$ cat src/pmcrb_cfg.svh
/*
  Register offsets, field positions, reset values and fixed codes for the
  control register bank. Assumes inclusion by the bank and its package users.
*/
`ifndef PMCRB_CFG_SVH
`define PMCRB_CFG_SVH

// Register offsets
`define PMCRB_OFS_PART_ID 8'h00
`define PMCRB_OFS_NVM_VER 8'h01
`define PMCRB_OFS_BUCK0_CTRL 8'h02
`define PMCRB_OFS_PG_CFG_A 8'h15
`define PMCRB_OFS_PG_CFG_B 8'h16
`define PMCRB_OFS_POWER_GOOD_FAULT_FLAGS 8'h17
`define PMCRB_OFS_SOFT_RESET 8'h18
`define PMCRB_OFS_INT_TOP_A 8'h19
`define PMCRB_OFS_INT_TOP_B 8'h1A
`define PMCRB_OFS_INT_SW 8'h1B
`define PMCRB_OFS_INT_LIN 8'h1C
`define PMCRB_OFS_STAT_TOP 8'h1D
`define PMCRB_OFS_STAT_SW 8'h1E
`define PMCRB_OFS_STAT_LIN 8'h1F
`define PMCRB_OFS_MASK_TOP_A 8'h20
`define PMCRB_OFS_MASK_TOP_B 8'h21
`define PMCRB_OFS_MASK_SW 8'h22
`define PMCRB_OFS_MASK_LIN 8'h23
`define PMCRB_OFS_LOAD_SEL 8'h24
`define PMCRB_OFS_LOAD_HIGH 8'h25
`define PMCRB_OFS_LOAD_LOW 8'h26

// First buck control field positions
`define PMCRB_BIT_MULTIPHASE 4
`define PMCRB_BIT_FPWM 3
`define PMCRB_BIT_DISCHARGE 2
`define PMCRB_BIT_PIN_GATE 1
`define PMCRB_BIT_ENABLE 0
`define PMCRB_BUCK0_WMASK 8'h1F

// Reset values
`define PMCRB_RST_BUCK0_CTRL 8'h04
`define PMCRB_RST_ZERO 8'h00

// Identification: part id field sits in bits 7:6, low six bits fixed
`define PMCRB_PART_ID_LSB 6
`define PMCRB_PART_ID_LOW 6'h00
`define PMCRB_RD_ZERO 8'h00

`endif

$ cat src/pmcrb_pkg.sv
/*
  Types shared by the control register bank.
  Assumes the constants header is included where offsets are needed.
*/
package pmcrb_pkg;
  typedef logic [7:0] pmcrb_byte_t;
  typedef logic [1:0] pmcrb_part_t;
endpackage

$ cat src/pmcrb_regbank.sv
/*
  Control and status register bank of a dual buck, dual linear regulator
  power manager. Byte registers are reached through a simple byte port fed
  by the serial front end (write strobe, read strobe, address, data).
  Register map, offset then name:
    0x00 part_identification, read only
    0x01 nvm_version_code, read only
    0x02 first_buck_control, read and write
    0x15 power_good_config_a, read and write
    0x16 power_good_config_b, read and write
    0x17 power_good_fault_flags, read only
    0x18 soft_reset_control, self-clearing, reads zero
    0x19 top_interrupt_flags_a, write one to clear
    0x1A top_interrupt_flags_b, write one to clear
    0x1B switcher_interrupt_flags, write one to clear
    0x1C linear_interrupt_flags, write one to clear
    0x1D top_level_state, read only
    0x1E switcher_state, read only
    0x1F linear_state, read only
    0x20 top_interrupt_mask_a, read and write
    0x21 top_interrupt_mask_b, read and write
    0x22 switcher_interrupt_mask, read and write
    0x23 linear_interrupt_mask, read and write
    0x24 load_measure_select, read and write
    0x25 load_current_high, read only
    0x26 load_current_low, read only
  Unmapped offsets read zero and ignore writes.
  Assumes the serial front end is synchronous to i_sys_clk and that the
  analog side supplies status, fault and event inputs synchronously.
  Assumes i_en_pin is already synchronous to i_sys_clk.
  Assumes the host writes reserved bits as zero and never relies on them.
*/
// Functional notes
// - Control bit 4: 0 automatic phase add and shed, 1 forced two-phase.
// - Control bit 3: 0 automatic PFM/PWM switching, 1 always PWM.
// - Control bit 2 defaults set; connects discharge resistor while regulator disabled.
// - Control bit 1: 0 register bit alone, 1 register bit and pin together.
// - Control bit 0 enables the first buck, subject to pin gating.
// - Offset zero shows read-only two-bit variant id in bits 7:6.
// - Offset one shows read-only eight-bit configuration memory version code.
`timescale 1ns/1ps
`include "pmcrb_cfg.svh"

module pmcrb_regbank
  import pmcrb_pkg::*;
#(
  parameter pmcrb_part_t PART_ID = 2'h1, // Arbitrary variant code
  parameter pmcrb_byte_t NVM_VERSION = 8'h5A // Arbitrary memory version code
) (
  // Clock and reset
  input wire logic i_sys_clk,
  input wire logic i_arst_n,
  // Byte register port from the serial front end
  input wire logic i_wr_stb,
  input wire logic i_rd_stb,
  input wire logic [7:0] i_addr,
  input wire logic [7:0] i_wdata,
  // Regulator side levels and events
  input wire logic i_en_pin,
  input wire logic [3:0] i_power_good_fault_flags,
  input wire logic [7:0] i_top_stat,
  input wire logic [7:0] i_sw_stat,
  input wire logic [7:0] i_lin_stat,
  input wire logic [7:0] i_top_evt,
  input wire logic [7:0] i_sw_evt,
  input wire logic [7:0] i_lin_evt,
  input wire logic i_reset_evt,
  input wire logic [8:0] i_load_current,
  // Read answer
  output logic [7:0] o_rdata,
  output logic o_rvalid,
  // Regulator and system controls
  output logic o_buck0_run,
  output logic o_buck0_discharge,
  output logic o_buck0_forced_pwm,
  output logic o_buck0_forced_multiphase,
  output logic o_soft_reset,
  // Copies of stored configuration
  output logic [7:0] o_pg_cfg_a,
  output logic [7:0] o_pg_cfg_b,
  output logic o_load_sel
);

  // Write decode helper used for every writable register
  function automatic logic wr_hit(input logic stb, input logic [7:0] a, input logic [7:0] ofs);
    wr_hit = stb && (a == ofs);
  endfunction

  // Flag update: write-one clears, a new event wins over the clear
  // so an event that lands during a clear is never lost
  function automatic pmcrb_byte_t flag_next(input pmcrb_byte_t cur, input pmcrb_byte_t evt,
                                            input logic clr, input pmcrb_byte_t wd);
    flag_next = (cur & ~(clr ? wd : 8'h00)) | evt;
  endfunction

  // Stored registers and their next values
  pmcrb_byte_t first_buck_control;
  pmcrb_byte_t next_first_buck_control;
  pmcrb_byte_t power_good_config_a;
  pmcrb_byte_t next_power_good_config_a;
  pmcrb_byte_t power_good_config_b;
  pmcrb_byte_t next_power_good_config_b;
  pmcrb_byte_t top_interrupt_flags_a;
  pmcrb_byte_t next_top_interrupt_flags_a;
  pmcrb_byte_t top_interrupt_flags_b;
  pmcrb_byte_t next_top_interrupt_flags_b;
  pmcrb_byte_t switcher_interrupt_flags;
  pmcrb_byte_t next_switcher_interrupt_flags;
  pmcrb_byte_t linear_interrupt_flags;
  pmcrb_byte_t next_linear_interrupt_flags;
  pmcrb_byte_t top_interrupt_mask_a;
  pmcrb_byte_t next_top_interrupt_mask_a;
  pmcrb_byte_t top_interrupt_mask_b;
  pmcrb_byte_t next_top_interrupt_mask_b;
  pmcrb_byte_t switcher_interrupt_mask;
  pmcrb_byte_t next_switcher_interrupt_mask;
  pmcrb_byte_t linear_interrupt_mask;
  pmcrb_byte_t next_linear_interrupt_mask;
  logic load_measure_select;
  logic next_load_measure_select;
  logic soft_reset_pulse;
  logic next_soft_reset_pulse;

  // First buck control next value: only the five defined bits are kept
  // Pin gating and enable are combined later in the output logic
  always_comb begin
    next_first_buck_control = first_buck_control;
    if (wr_hit(i_wr_stb, i_addr, `PMCRB_OFS_BUCK0_CTRL)) begin
      next_first_buck_control = i_wdata & `PMCRB_BUCK0_WMASK; // Reserved bits stay zero
    end
  end

  // First buck control register; bits 7:5 always read back zero
  always_ff @(posedge i_sys_clk or negedge i_arst_n) begin
    if (!i_arst_n) begin
      first_buck_control <= `PMCRB_RST_BUCK0_CTRL; // Discharge bit set at reset
    end else begin
      first_buck_control <= next_first_buck_control;
    end
  end

  // Power-good configuration next values, stored whole
  always_comb begin
    next_power_good_config_a = power_good_config_a;
    next_power_good_config_b = power_good_config_b;
    if (wr_hit(i_wr_stb, i_addr, `PMCRB_OFS_PG_CFG_A)) begin
      next_power_good_config_a = i_wdata;
    end
    if (wr_hit(i_wr_stb, i_addr, `PMCRB_OFS_PG_CFG_B)) begin
      next_power_good_config_b = i_wdata;
    end
  end

  // Power-good configuration registers
  always_ff @(posedge i_sys_clk or negedge i_arst_n) begin
    if (!i_arst_n) begin
      power_good_config_a <= `PMCRB_RST_ZERO;
      power_good_config_b <= `PMCRB_RST_ZERO;
    end else begin
      power_good_config_a <= next_power_good_config_a;
      power_good_config_b <= next_power_good_config_b;
    end
  end

  // Interrupt mask next values; masks are only stored, no interrupt is formed here
  always_comb begin
    next_top_interrupt_mask_a = top_interrupt_mask_a;
    next_top_interrupt_mask_b = top_interrupt_mask_b;
    next_switcher_interrupt_mask = switcher_interrupt_mask;
    next_linear_interrupt_mask = linear_interrupt_mask;
    if (wr_hit(i_wr_stb, i_addr, `PMCRB_OFS_MASK_TOP_A)) begin
      next_top_interrupt_mask_a = i_wdata;
    end
    if (wr_hit(i_wr_stb, i_addr, `PMCRB_OFS_MASK_TOP_B)) begin
      next_top_interrupt_mask_b = i_wdata;
    end
    if (wr_hit(i_wr_stb, i_addr, `PMCRB_OFS_MASK_SW)) begin
      next_switcher_interrupt_mask = i_wdata;
    end
    if (wr_hit(i_wr_stb, i_addr, `PMCRB_OFS_MASK_LIN)) begin
      next_linear_interrupt_mask = i_wdata;
    end
  end

  // Interrupt mask registers
  always_ff @(posedge i_sys_clk or negedge i_arst_n) begin
    if (!i_arst_n) begin
      top_interrupt_mask_a <= `PMCRB_RST_ZERO;
      top_interrupt_mask_b <= `PMCRB_RST_ZERO;
      switcher_interrupt_mask <= `PMCRB_RST_ZERO;
      linear_interrupt_mask <= `PMCRB_RST_ZERO;
    end else begin
      top_interrupt_mask_a <= next_top_interrupt_mask_a;
      top_interrupt_mask_b <= next_top_interrupt_mask_b;
      switcher_interrupt_mask <= next_switcher_interrupt_mask;
      linear_interrupt_mask <= next_linear_interrupt_mask;
    end
  end

  // Load measurement select and soft reset request next values
  // The soft reset request lasts one cycle, so its register reads back zero
  always_comb begin
    next_load_measure_select = load_measure_select;
    next_soft_reset_pulse = 1'b0;
    if (wr_hit(i_wr_stb, i_addr, `PMCRB_OFS_LOAD_SEL)) begin
      next_load_measure_select = i_wdata[0];
    end
    if (wr_hit(i_wr_stb, i_addr, `PMCRB_OFS_SOFT_RESET)) begin
      next_soft_reset_pulse = i_wdata[0]; // Self-clearing soft reset request
    end
  end

  // Load measurement select and soft reset request registers
  always_ff @(posedge i_sys_clk or negedge i_arst_n) begin
    if (!i_arst_n) begin
      load_measure_select <= 1'b0;
      soft_reset_pulse <= 1'b0;
    end else begin
      load_measure_select <= next_load_measure_select;
      soft_reset_pulse <= next_soft_reset_pulse;
    end
  end

  // Top level sticky flags, write one to clear, set beats clear
  always_comb begin
    next_top_interrupt_flags_a = flag_next(top_interrupt_flags_a, i_top_evt,
                                           wr_hit(i_wr_stb, i_addr, `PMCRB_OFS_INT_TOP_A), i_wdata);
    next_top_interrupt_flags_b = flag_next(top_interrupt_flags_b, {7'h00, i_reset_evt},
                                           wr_hit(i_wr_stb, i_addr, `PMCRB_OFS_INT_TOP_B), i_wdata);
  end

  // Top level flag registers
  always_ff @(posedge i_sys_clk or negedge i_arst_n) begin
    if (!i_arst_n) begin
      top_interrupt_flags_a <= `PMCRB_RST_ZERO;
      top_interrupt_flags_b <= `PMCRB_RST_ZERO;
    end else begin
      top_interrupt_flags_a <= next_top_interrupt_flags_a;
      top_interrupt_flags_b <= next_top_interrupt_flags_b;
    end
  end

  // Regulator sticky flags; reserved positions follow event inputs held low
  always_comb begin
    next_switcher_interrupt_flags = flag_next(switcher_interrupt_flags, i_sw_evt,
                                              wr_hit(i_wr_stb, i_addr, `PMCRB_OFS_INT_SW), i_wdata);
    next_linear_interrupt_flags = flag_next(linear_interrupt_flags, i_lin_evt,
                                            wr_hit(i_wr_stb, i_addr, `PMCRB_OFS_INT_LIN), i_wdata);
  end

  // Regulator flag registers
  always_ff @(posedge i_sys_clk or negedge i_arst_n) begin
    if (!i_arst_n) begin
      switcher_interrupt_flags <= `PMCRB_RST_ZERO;
      linear_interrupt_flags <= `PMCRB_RST_ZERO;
    end else begin
      switcher_interrupt_flags <= next_switcher_interrupt_flags;
      linear_interrupt_flags <= next_linear_interrupt_flags;
    end
  end

  // Regulator control outputs derived from the first buck control register
  // Built from next values so a control write shows on the outputs at the edge that takes it
  logic next_buck0_run;
  logic next_buck0_discharge;
  logic next_buck0_forced_pwm;
  logic next_buck0_forced_multiphase;
  always_comb begin
    next_buck0_run = next_first_buck_control[`PMCRB_BIT_ENABLE] &&
                     (!next_first_buck_control[`PMCRB_BIT_PIN_GATE] || i_en_pin);
    next_buck0_discharge = next_first_buck_control[`PMCRB_BIT_DISCHARGE] && !next_buck0_run;
    next_buck0_forced_pwm = next_first_buck_control[`PMCRB_BIT_FPWM];
    next_buck0_forced_multiphase = next_first_buck_control[`PMCRB_BIT_MULTIPHASE];
  end

  always_ff @(posedge i_sys_clk or negedge i_arst_n) begin
    if (!i_arst_n) begin
      o_buck0_run <= 1'b0;
      o_buck0_discharge <= 1'b1;
      o_buck0_forced_pwm <= 1'b0;
      o_buck0_forced_multiphase <= 1'b0;
      o_soft_reset <= 1'b0;
      o_pg_cfg_a <= `PMCRB_RST_ZERO;
      o_pg_cfg_b <= `PMCRB_RST_ZERO;
      o_load_sel <= 1'b0;
    end else begin
      o_buck0_run <= next_buck0_run;
      o_buck0_discharge <= next_buck0_discharge;
      o_buck0_forced_pwm <= next_buck0_forced_pwm;
      o_buck0_forced_multiphase <= next_buck0_forced_multiphase;
      o_soft_reset <= next_soft_reset_pulse;
      o_pg_cfg_a <= next_power_good_config_a;
      o_pg_cfg_b <= next_power_good_config_b;
      o_load_sel <= next_load_measure_select;
    end
  end

  // Read multiplexer, unmapped offsets read zero
  // Status, fault and load levels pass straight through; the two load bytes are not latched as a pair
  pmcrb_byte_t next_rdata;
  always_comb begin
    unique case (i_addr)
      `PMCRB_OFS_PART_ID: next_rdata = {PART_ID, `PMCRB_PART_ID_LOW};
      `PMCRB_OFS_NVM_VER: next_rdata = NVM_VERSION;
      `PMCRB_OFS_BUCK0_CTRL: next_rdata = first_buck_control;
      `PMCRB_OFS_PG_CFG_A: next_rdata = power_good_config_a;
      `PMCRB_OFS_PG_CFG_B: next_rdata = power_good_config_b;
      `PMCRB_OFS_POWER_GOOD_FAULT_FLAGS: next_rdata = {4'h0, i_power_good_fault_flags};
      `PMCRB_OFS_SOFT_RESET: next_rdata = `PMCRB_RD_ZERO;
      `PMCRB_OFS_INT_TOP_A: next_rdata = top_interrupt_flags_a;
      `PMCRB_OFS_INT_TOP_B: next_rdata = top_interrupt_flags_b;
      `PMCRB_OFS_INT_SW: next_rdata = switcher_interrupt_flags;
      `PMCRB_OFS_INT_LIN: next_rdata = linear_interrupt_flags;
      `PMCRB_OFS_STAT_TOP: next_rdata = i_top_stat;
      `PMCRB_OFS_STAT_SW: next_rdata = i_sw_stat;
      `PMCRB_OFS_STAT_LIN: next_rdata = i_lin_stat;
      `PMCRB_OFS_MASK_TOP_A: next_rdata = top_interrupt_mask_a;
      `PMCRB_OFS_MASK_TOP_B: next_rdata = top_interrupt_mask_b;
      `PMCRB_OFS_MASK_SW: next_rdata = switcher_interrupt_mask;
      `PMCRB_OFS_MASK_LIN: next_rdata = linear_interrupt_mask;
      `PMCRB_OFS_LOAD_SEL: next_rdata = {7'h00, load_measure_select};
      `PMCRB_OFS_LOAD_HIGH: next_rdata = {7'h00, i_load_current[8]};
      `PMCRB_OFS_LOAD_LOW: next_rdata = i_load_current[7:0];
      default: next_rdata = `PMCRB_RD_ZERO;
    endcase
  end

  // Read data register, held between reads
  // The valid flag marks the single cycle after each read strobe
  always_ff @(posedge i_sys_clk or negedge i_arst_n) begin
    if (!i_arst_n) begin
      o_rdata <= `PMCRB_RD_ZERO;
      o_rvalid <= 1'b0;
    end else begin
      o_rvalid <= i_rd_stb;
      if (i_rd_stb) begin
        o_rdata <= next_rdata;
      end
    end
  end

endmodule // pmcrb_regbank

$ cat config.mk
export PLATFORM = sky130hd
export DESIGN_NAME = pmcrb_regbank
export DESIGN_NICKNAME = d
export VERILOG_FILES = /design/src/pmcrb_pkg.sv /design/src/pmcrb_regbank.sv
export VERILOG_INCLUDE_DIRS = /design/src
export SDC_FILE = /design/constraint.sdc
export NUM_CORES = 1
export LEC_CHECK = 0
export ABC_CLOCK_PERIOD_IN_PS = 1510
export BUFFER_PORTS_ARGS = -buffer_cell sky130_fd_sc_hd__clkbuf_2
export CAP_MARGIN = 20
export CORE_ASPECT_RATIO = 0.6
export CORE_MARGIN = 3
export CORE_UTILIZATION = 50
export CTS_BUF_LIST = sky130_fd_sc_hd__clkbuf_8
export DETAILED_ROUTE_END_ITERATION = 8
export PLACE_DENSITY = 0.85
export SYNTH_ARGS = -nofsm -noshare
export SYNTH_HDL_FRONTEND = slang
export SYNTH_SLANG_ARGS = --single-unit
$ cat constraint.sdc
create_clock -name i_sys_clk -period 1.51 [get_ports i_sys_clk]
set_clock_uncertainty 0.1 [all_clocks]
set_input_delay 0.151 -clock i_sys_clk [delete_from_list [all_inputs] [get_ports i_sys_clk]]
set_output_delay 0.151 -clock i_sys_clk [all_outputs]
set_load 0.03 [all_outputs]
==> results of run 1 <==
kinds of logic after synthesis:
| logic type | after synthesis | share of synthesized area (%) |
|---|---|---|
| AOI/OAI and AO/OA | 101 | 15.6 |
| buffers and inverters | 31 | 2.63 |
| DFF | 98 | 50.6 |
| muxes | 78 | 19.5 |
| and+or+nand+nor | 106 | 11.8 |
power by group through the flow:
stage                     clock (W)  sequential (W)  combinational, W
after floorplan                   0         0.00290          0.000313
after detailed placement          0         0.00283          0.000855
after CTS                   0.00184         0.00278          0.000934
after global placement            0         0.00282          0.000827
after global routing        0.00196         0.00279           0.00104
final                       0.00183         0.00278          0.000976
routing by layer:
metal	up-vias	GRT usage (%)	wire length, um
met5	-	0	0
met4	0	8.62	456
met3	45	8.66	1850
met2	324	48.5	7600
met1	2317	43.6	7120
li1	1992	-	-
synthesized netlist by cell type (2+ instances only):
cell,number,area (um^2)
a22o_1,3,26.3
nor2_1,19,71.3
a21oi_1,6,30.0
o21ai_0,9,45.0
a21boi_0,9,67.6
a32o_1,3,30.0
and3_1,2,12.5
nand3_2,3,30.0
a21o_1,26,195
inv_1,2,7.51
buf_2,8,40.0
buf_1,4,15.0
or2_2,2,12.5
mux2_2,60,676
dfstp_2,2,52.6
a22oi_1,17,128
nand2_1,39,146
nand3_1,10,50.1
o2111ai_1,3,26.3
mux2i_1,10,100
clkbuf_1,16,60.1
a31oi_1,4,25.0
mux4_2,7,158
a32oi_1,3,26.3
nor2b_1,5,31.3
a41oi_1,4,35.0
nor2_2,2,12.5
nand4_1,3,18.8
nand2b_1,4,25.0
a221oi_1,4,35.0
dfrtp_1,96,2400
a311oi_1,2,17.5
nand3b_1,4,30.0
and2_1,2,12.5
final cells by class:
type	count	share of cell area, %
well taps	130	2.29
inverters	2	0.106
clock buffers	12	2.32
clock inverters	4	0.704
flip-flops and latches	98	34.5
multi-input cells	285	35.5
repair buffers	240	24.6
final timing paths:
kind                                               start                  endpoint  slack, ns  depth (start not counted)
worst min register to register  top_interrupt_flags_a[2]  top_interrupt_flags_a[2]       0.39                          1
worst max-delay path            linear_interrupt_mask[6]                o_rdata[6]      -0.12                          4
min in group asynchronous                       i_arst_n                o_rdata[0]       0.14                          2
worst min-delay path                   i_load_current[3]                o_rdata[3]       0.03                          3
max in group asynchronous                       i_arst_n         o_buck0_discharge       0.60                          3
worst max register to register  linear_interrupt_mask[6]                o_rdata[6]      -0.12                          4
critical path, cell delays in order, from the launching register on:
cell and delay (ns):
dfrtp_1 0.40, mux4_2 0.48, a22oi_2 0.17, nand2_1 0.08, o32a_1 0.29
state kept, by name (all words and copies together), names as in the netlist, 5 cells and up:
name	cells
top_interrupt_mask_b	8
switcher_interrupt_flags	8
o_rdata	8
o_pg_cfg_a	8
top_interrupt_flags_b	8
first_buck_control	5
top_interrupt_mask_a	8
top_interrupt_flags_a	8
linear_interrupt_flags	8
switcher_interrupt_mask	8
o_pg_cfg_b	8
linear_interrupt_mask	8
stage by stage:
step	setup TNS (ns)	util, %	instance area [um^2]	std cells
2_1_floorplan	-12.16	-	4950	414
3_3_place_gp	-32.71	68.2	6350	719
3_5_place_dp	-35.41	68.2	6350	719
4_1_cts	-0.899	75.0	6990	768
5_1_grt	-3.50	76.2	7110	771
6_report	-2.02	76.2	7110	771
repair_timing:
action                                 in CTS  in global routing
setup buffers                               5                  3
gates resized for setup                    21                 23
hold buffers                               28                  0
endpoints found under the hold margin     123                  0
setup endpoints to repair                  47                 62
pin swaps                                  10                  5
==> run summary, run 1 <==
Overflow after GRT = 0
Initial DRC Count = 439
Worst setup SP type = register
VDD IR max = 0.000635 V
pwr/cell area = 786 nW/um^2
Slew Limit Fails = 0
status = finished, violations left
final total power = 0.00559 W
vias per cell = 6.07
most frequent cells in the layout = clkbuf_2 (111), dfrtp_1 (96), buf_4 (86), mux2_2 (45), nand2_1 (36)
H-Tree Depth = 3
vias in the first global route = 4697
crit path max fanout = 2
#FFs+latches synth = 98
Final ANT Viol Nets = 0
data arrival time of the critical path = 1.79 ns
Post-route DRC = 0
sequential cell area = 2450 um^2
final number of hold-violating endpoints = 0
Synth cell types = 55
DIE AREA = 11000 um^2
DR pass1 iterations = 5
root buf cell = clkbuf_8
main flop type after synthesis = dfrtp_1
number of I/O pins = 114
Max Clk Rate = 0.614 GHz
clock group share of total power = 32.7%
syn_area_per_cell = 11.7 um^2
mapped cell area = 4850 um^2
Max-Cap Viols = 0
sw frac = 27.1%
CTS buffer count = 9
sw power = 0.00152 W
sequential share of power = 49.8%
Synthesis Warnings = 0
first-pass GRT wire length = 25600 um
Max clock buf depth = 2
sequential-to-total area share from yosys stat = 50.6%
worst hold-check path type = input pin to register
Num Clock Sinks = 98
clock-pin slew on the worst setup and hold paths = 0.09 ns
final setup fails = 39
Worst EP required = 1.68 ns
WHS = 0.0280 ns
P_int = 0.00407 W
TritonCTS clock tree = yes
Final WS setup = -0.117 ns
Slew @ Worst Pin = 0.383 ns
CP Class = register to register
Synth-to-Final Area Change = 46.4%
commonest non-fill, non-tap cell in the layout = clkbuf_2
Comb power frac = 17.5%
Initial Utilization = 52.1%
Mapped Cells = 414
fraction of layout cells with a size suffix above 1 = 52.7%
ys async rst share = 100%
vias after detailed routing = 4678
LEAKAGE = 3.27 nW
drt total wl = 17000 um
pre-CTS WS = -0.521 ns
Chip Height = 82.3 um
core area = 9320 um^2
gpl congestion = 0.960
largest net degree at the start of global routing = 32
multi-input logic area = 2520 um^2
failing checks = negative setup slack
Post-synth EDFFs = 0
DR WL/cell = 22.1 um
Critical Path Sink Type = register
clock period minus worst slack = 1.63 ns
n_diodes = 0
Synthesized Nets = 497
RSZ-0062 raised after global routing = yes
Fill cells = 597
Clk Latency, worst-skew pair = 0.38 ns
row count = 27
Port Buf Inserts = 113
Final Net Count = 719
All-Layer GR Usage = 31.2%
period utilization = 108%
relative slew slack = 74.4%
Post-DP HPWL = 12100 um
Die W = 133 um
antenna violations before repair = 0
(Power assumes the default switching activity.)
==> run 2, diff against run 1 <==
--- a/config.mk
+++ b/config.mk
@@ -14,7 +14,7 @@
 export CORE_UTILIZATION = 50
 export CTS_BUF_LIST = sky130_fd_sc_hd__clkbuf_8
 export DETAILED_ROUTE_END_ITERATION = 8
-export PLACE_DENSITY = 0.85
+export PLACE_DENSITY = 0.8
 export SYNTH_ARGS = -nofsm -noshare
 export SYNTH_HDL_FRONTEND = slang
 export SYNTH_SLANG_ARGS = --single-unit
==> run summary, run 2 (synthesis gave the netlist of run 1 again) <==
first-pass GRT wire length = 25100 um
data arrival time of the critical path = 1.78 ns
vias after detailed routing = 4504
Worst setup SP type = register
H-Tree Depth = 3
DR WL/cell = 21.7 um
Post-DP HPWL = 11800 um
CTS buffer count = 9
vias in the first global route = 4485
CP Class = register to register
Cell Area, Placed = 6220 um^2
R2R cell count = 5
final number of hold-violating endpoints = 0
WHS = 0.0339 ns
root buf cell = clkbuf_8
gpl congestion = 0.992
reg2reg end = o_rdata[1]
relative slew slack = 72.1%
LEAKAGE = 3.18 nW
drt total wl = 16400 um
Die W = 133 um
core area = 9320 um^2
row count = 27
period utilization = 109%
n_diodes = 0
Max Clk Rate = 0.606 GHz
failing checks = negative setup slack
post-route cell area = 6990 um^2
multi-input logic area = 2550 um^2
sequential cell area = 2450 um^2
clock period minus worst slack = 1.65 ns
launch point of the worst reg-to-reg path = o_pg_cfg_b[1]
worst hold-check path type = input pin to register
reg2reg setup slack = -0.14 ns
antenna violations before repair = 0
Slew @ Worst Pin = 0.419 ns
number of I/O pins = 114
Clk Latency, worst-skew pair = 0.37 ns
worst setup path endpoint = o_rdata[1]
fraction of layout cells with a size suffix above 1 = 51.4%
Critical Path Sink Type = register
Final Net Count = 704
Max clock buf depth = 2
Worst EP required = 1.64 ns
final setup fails = 45
largest net degree at the start of global routing = 50
Num Clock Sinks = 98
Post-route DRC = 0
Port Buf Inserts = 113
Initial DRC Count = 311
clock-pin slew on the worst setup and hold paths = 0.10 ns
vias per cell = 5.96
Final WS setup = -0.140 ns
All-Layer GR Usage = 30.4%
Final ANT Viol Nets = 0
crit path max fanout = 2
Synth-to-Final Area Change = 43.9%
DR pass1 iterations = 6
Max-Cap Viols = 0
VDD IR max = 0.000500 V
setup TNS = -2.60 ns
Fill cells = 632
Slew Limit Fails = 0
worst setup path start = o_pg_cfg_b[1]
most frequent cells in the layout = clkbuf_2 (108), dfrtp_1 (96), buf_4 (75), mux2_2 (37), nand2_1 (29)
TritonCTS clock tree = yes
pwr/cell area = 805 nW/um^2
dpl cells = 706
commonest non-fill, non-tap cell in the layout = clkbuf_2
Overflow after GRT = 0
RSZ-0062 raised after global routing = yes
DIE AREA = 11000 um^2
Chip Height = 82.3 um
Post-Layout Cell Count = 756
status = finished, violations left
Initial Utilization = 52.1%
==> run 2: stage by stage <==
stage / power, W / setup slack (ns) / utilization, %
floorplan: 0.00321 / -0.323 / -
CTS: 0.00560 / -0.103 / 72.9
global route: 0.00581 / -0.152 / 74.9
finish: 0.00562 / -0.140 / 74.9
detailed placement: 0.00365 / -0.520 / 66.7
global placement: 0.00363 / -0.488 / 66.7
==> run 2: metal layers <==
layer  vias up  global-route usage (%)  wire (um)
li1       1956                       -          -
met1      2255                    42.2       7030
met2       257                    47.2       7470
met3        36                    9.69       1650
met4         0                    7.19        270
met5         -                       0          0
==> run 2: worst min path at each step <==
stage                            from                        end  slack [ns]  cells past startpoint
floorplan                    i_arst_n      first_buck_control[0]       -0.24                      0
global placement             i_arst_n  linear_interrupt_flags[5]       -0.01                      1
detailed placement           i_arst_n  linear_interrupt_flags[5]       0.001                      1
CTS                 i_load_current[5]                 o_rdata[5]        0.02                      3
global route        i_load_current[5]                 o_rdata[5]        0.02                      3
finish              i_load_current[3]                 o_rdata[3]        0.03                      3
==> run 2: worst max-delay path, stage by stage (launching register included) <==
cell	delay, ns
dfrtp_1	0.43
mux2_2	0.29
a221oi_2	0.23
a21oi_1	0.09
a221oi_2	0.23
a41oi_1	0.14
==> run 2: timing repair <==
action                                 CTS  global route
buffers inserted                         1             4
gates resized for setup                 16            39
hold buffers                            28             0
cloned                                   1             0
endpoints found under the hold margin  125             0
pin swaps                                6            17
setup endpoints to repair               53            81
==> run 2: final cells by class <==
class / count / area share [%]
inverter: 2 / 0.107
clock inverter: 6 / 1.18
clock buffer: 10 / 1.97
tap: 130 / 2.33
timing repair buffer: 224 / 22.7
multi-input combinational: 286 / 36.5
sequential: 98 / 35.1
==> run 2: where the power goes <==
group	switching (W)	total [W]	internal [W]	leakage [nW]
sequential	0.0000701	0.00279	0.00272	1.20
combinational	0.000508	0.000943	0.000435	1.86
clock	0.000926	0.00189	0.000967	0.111
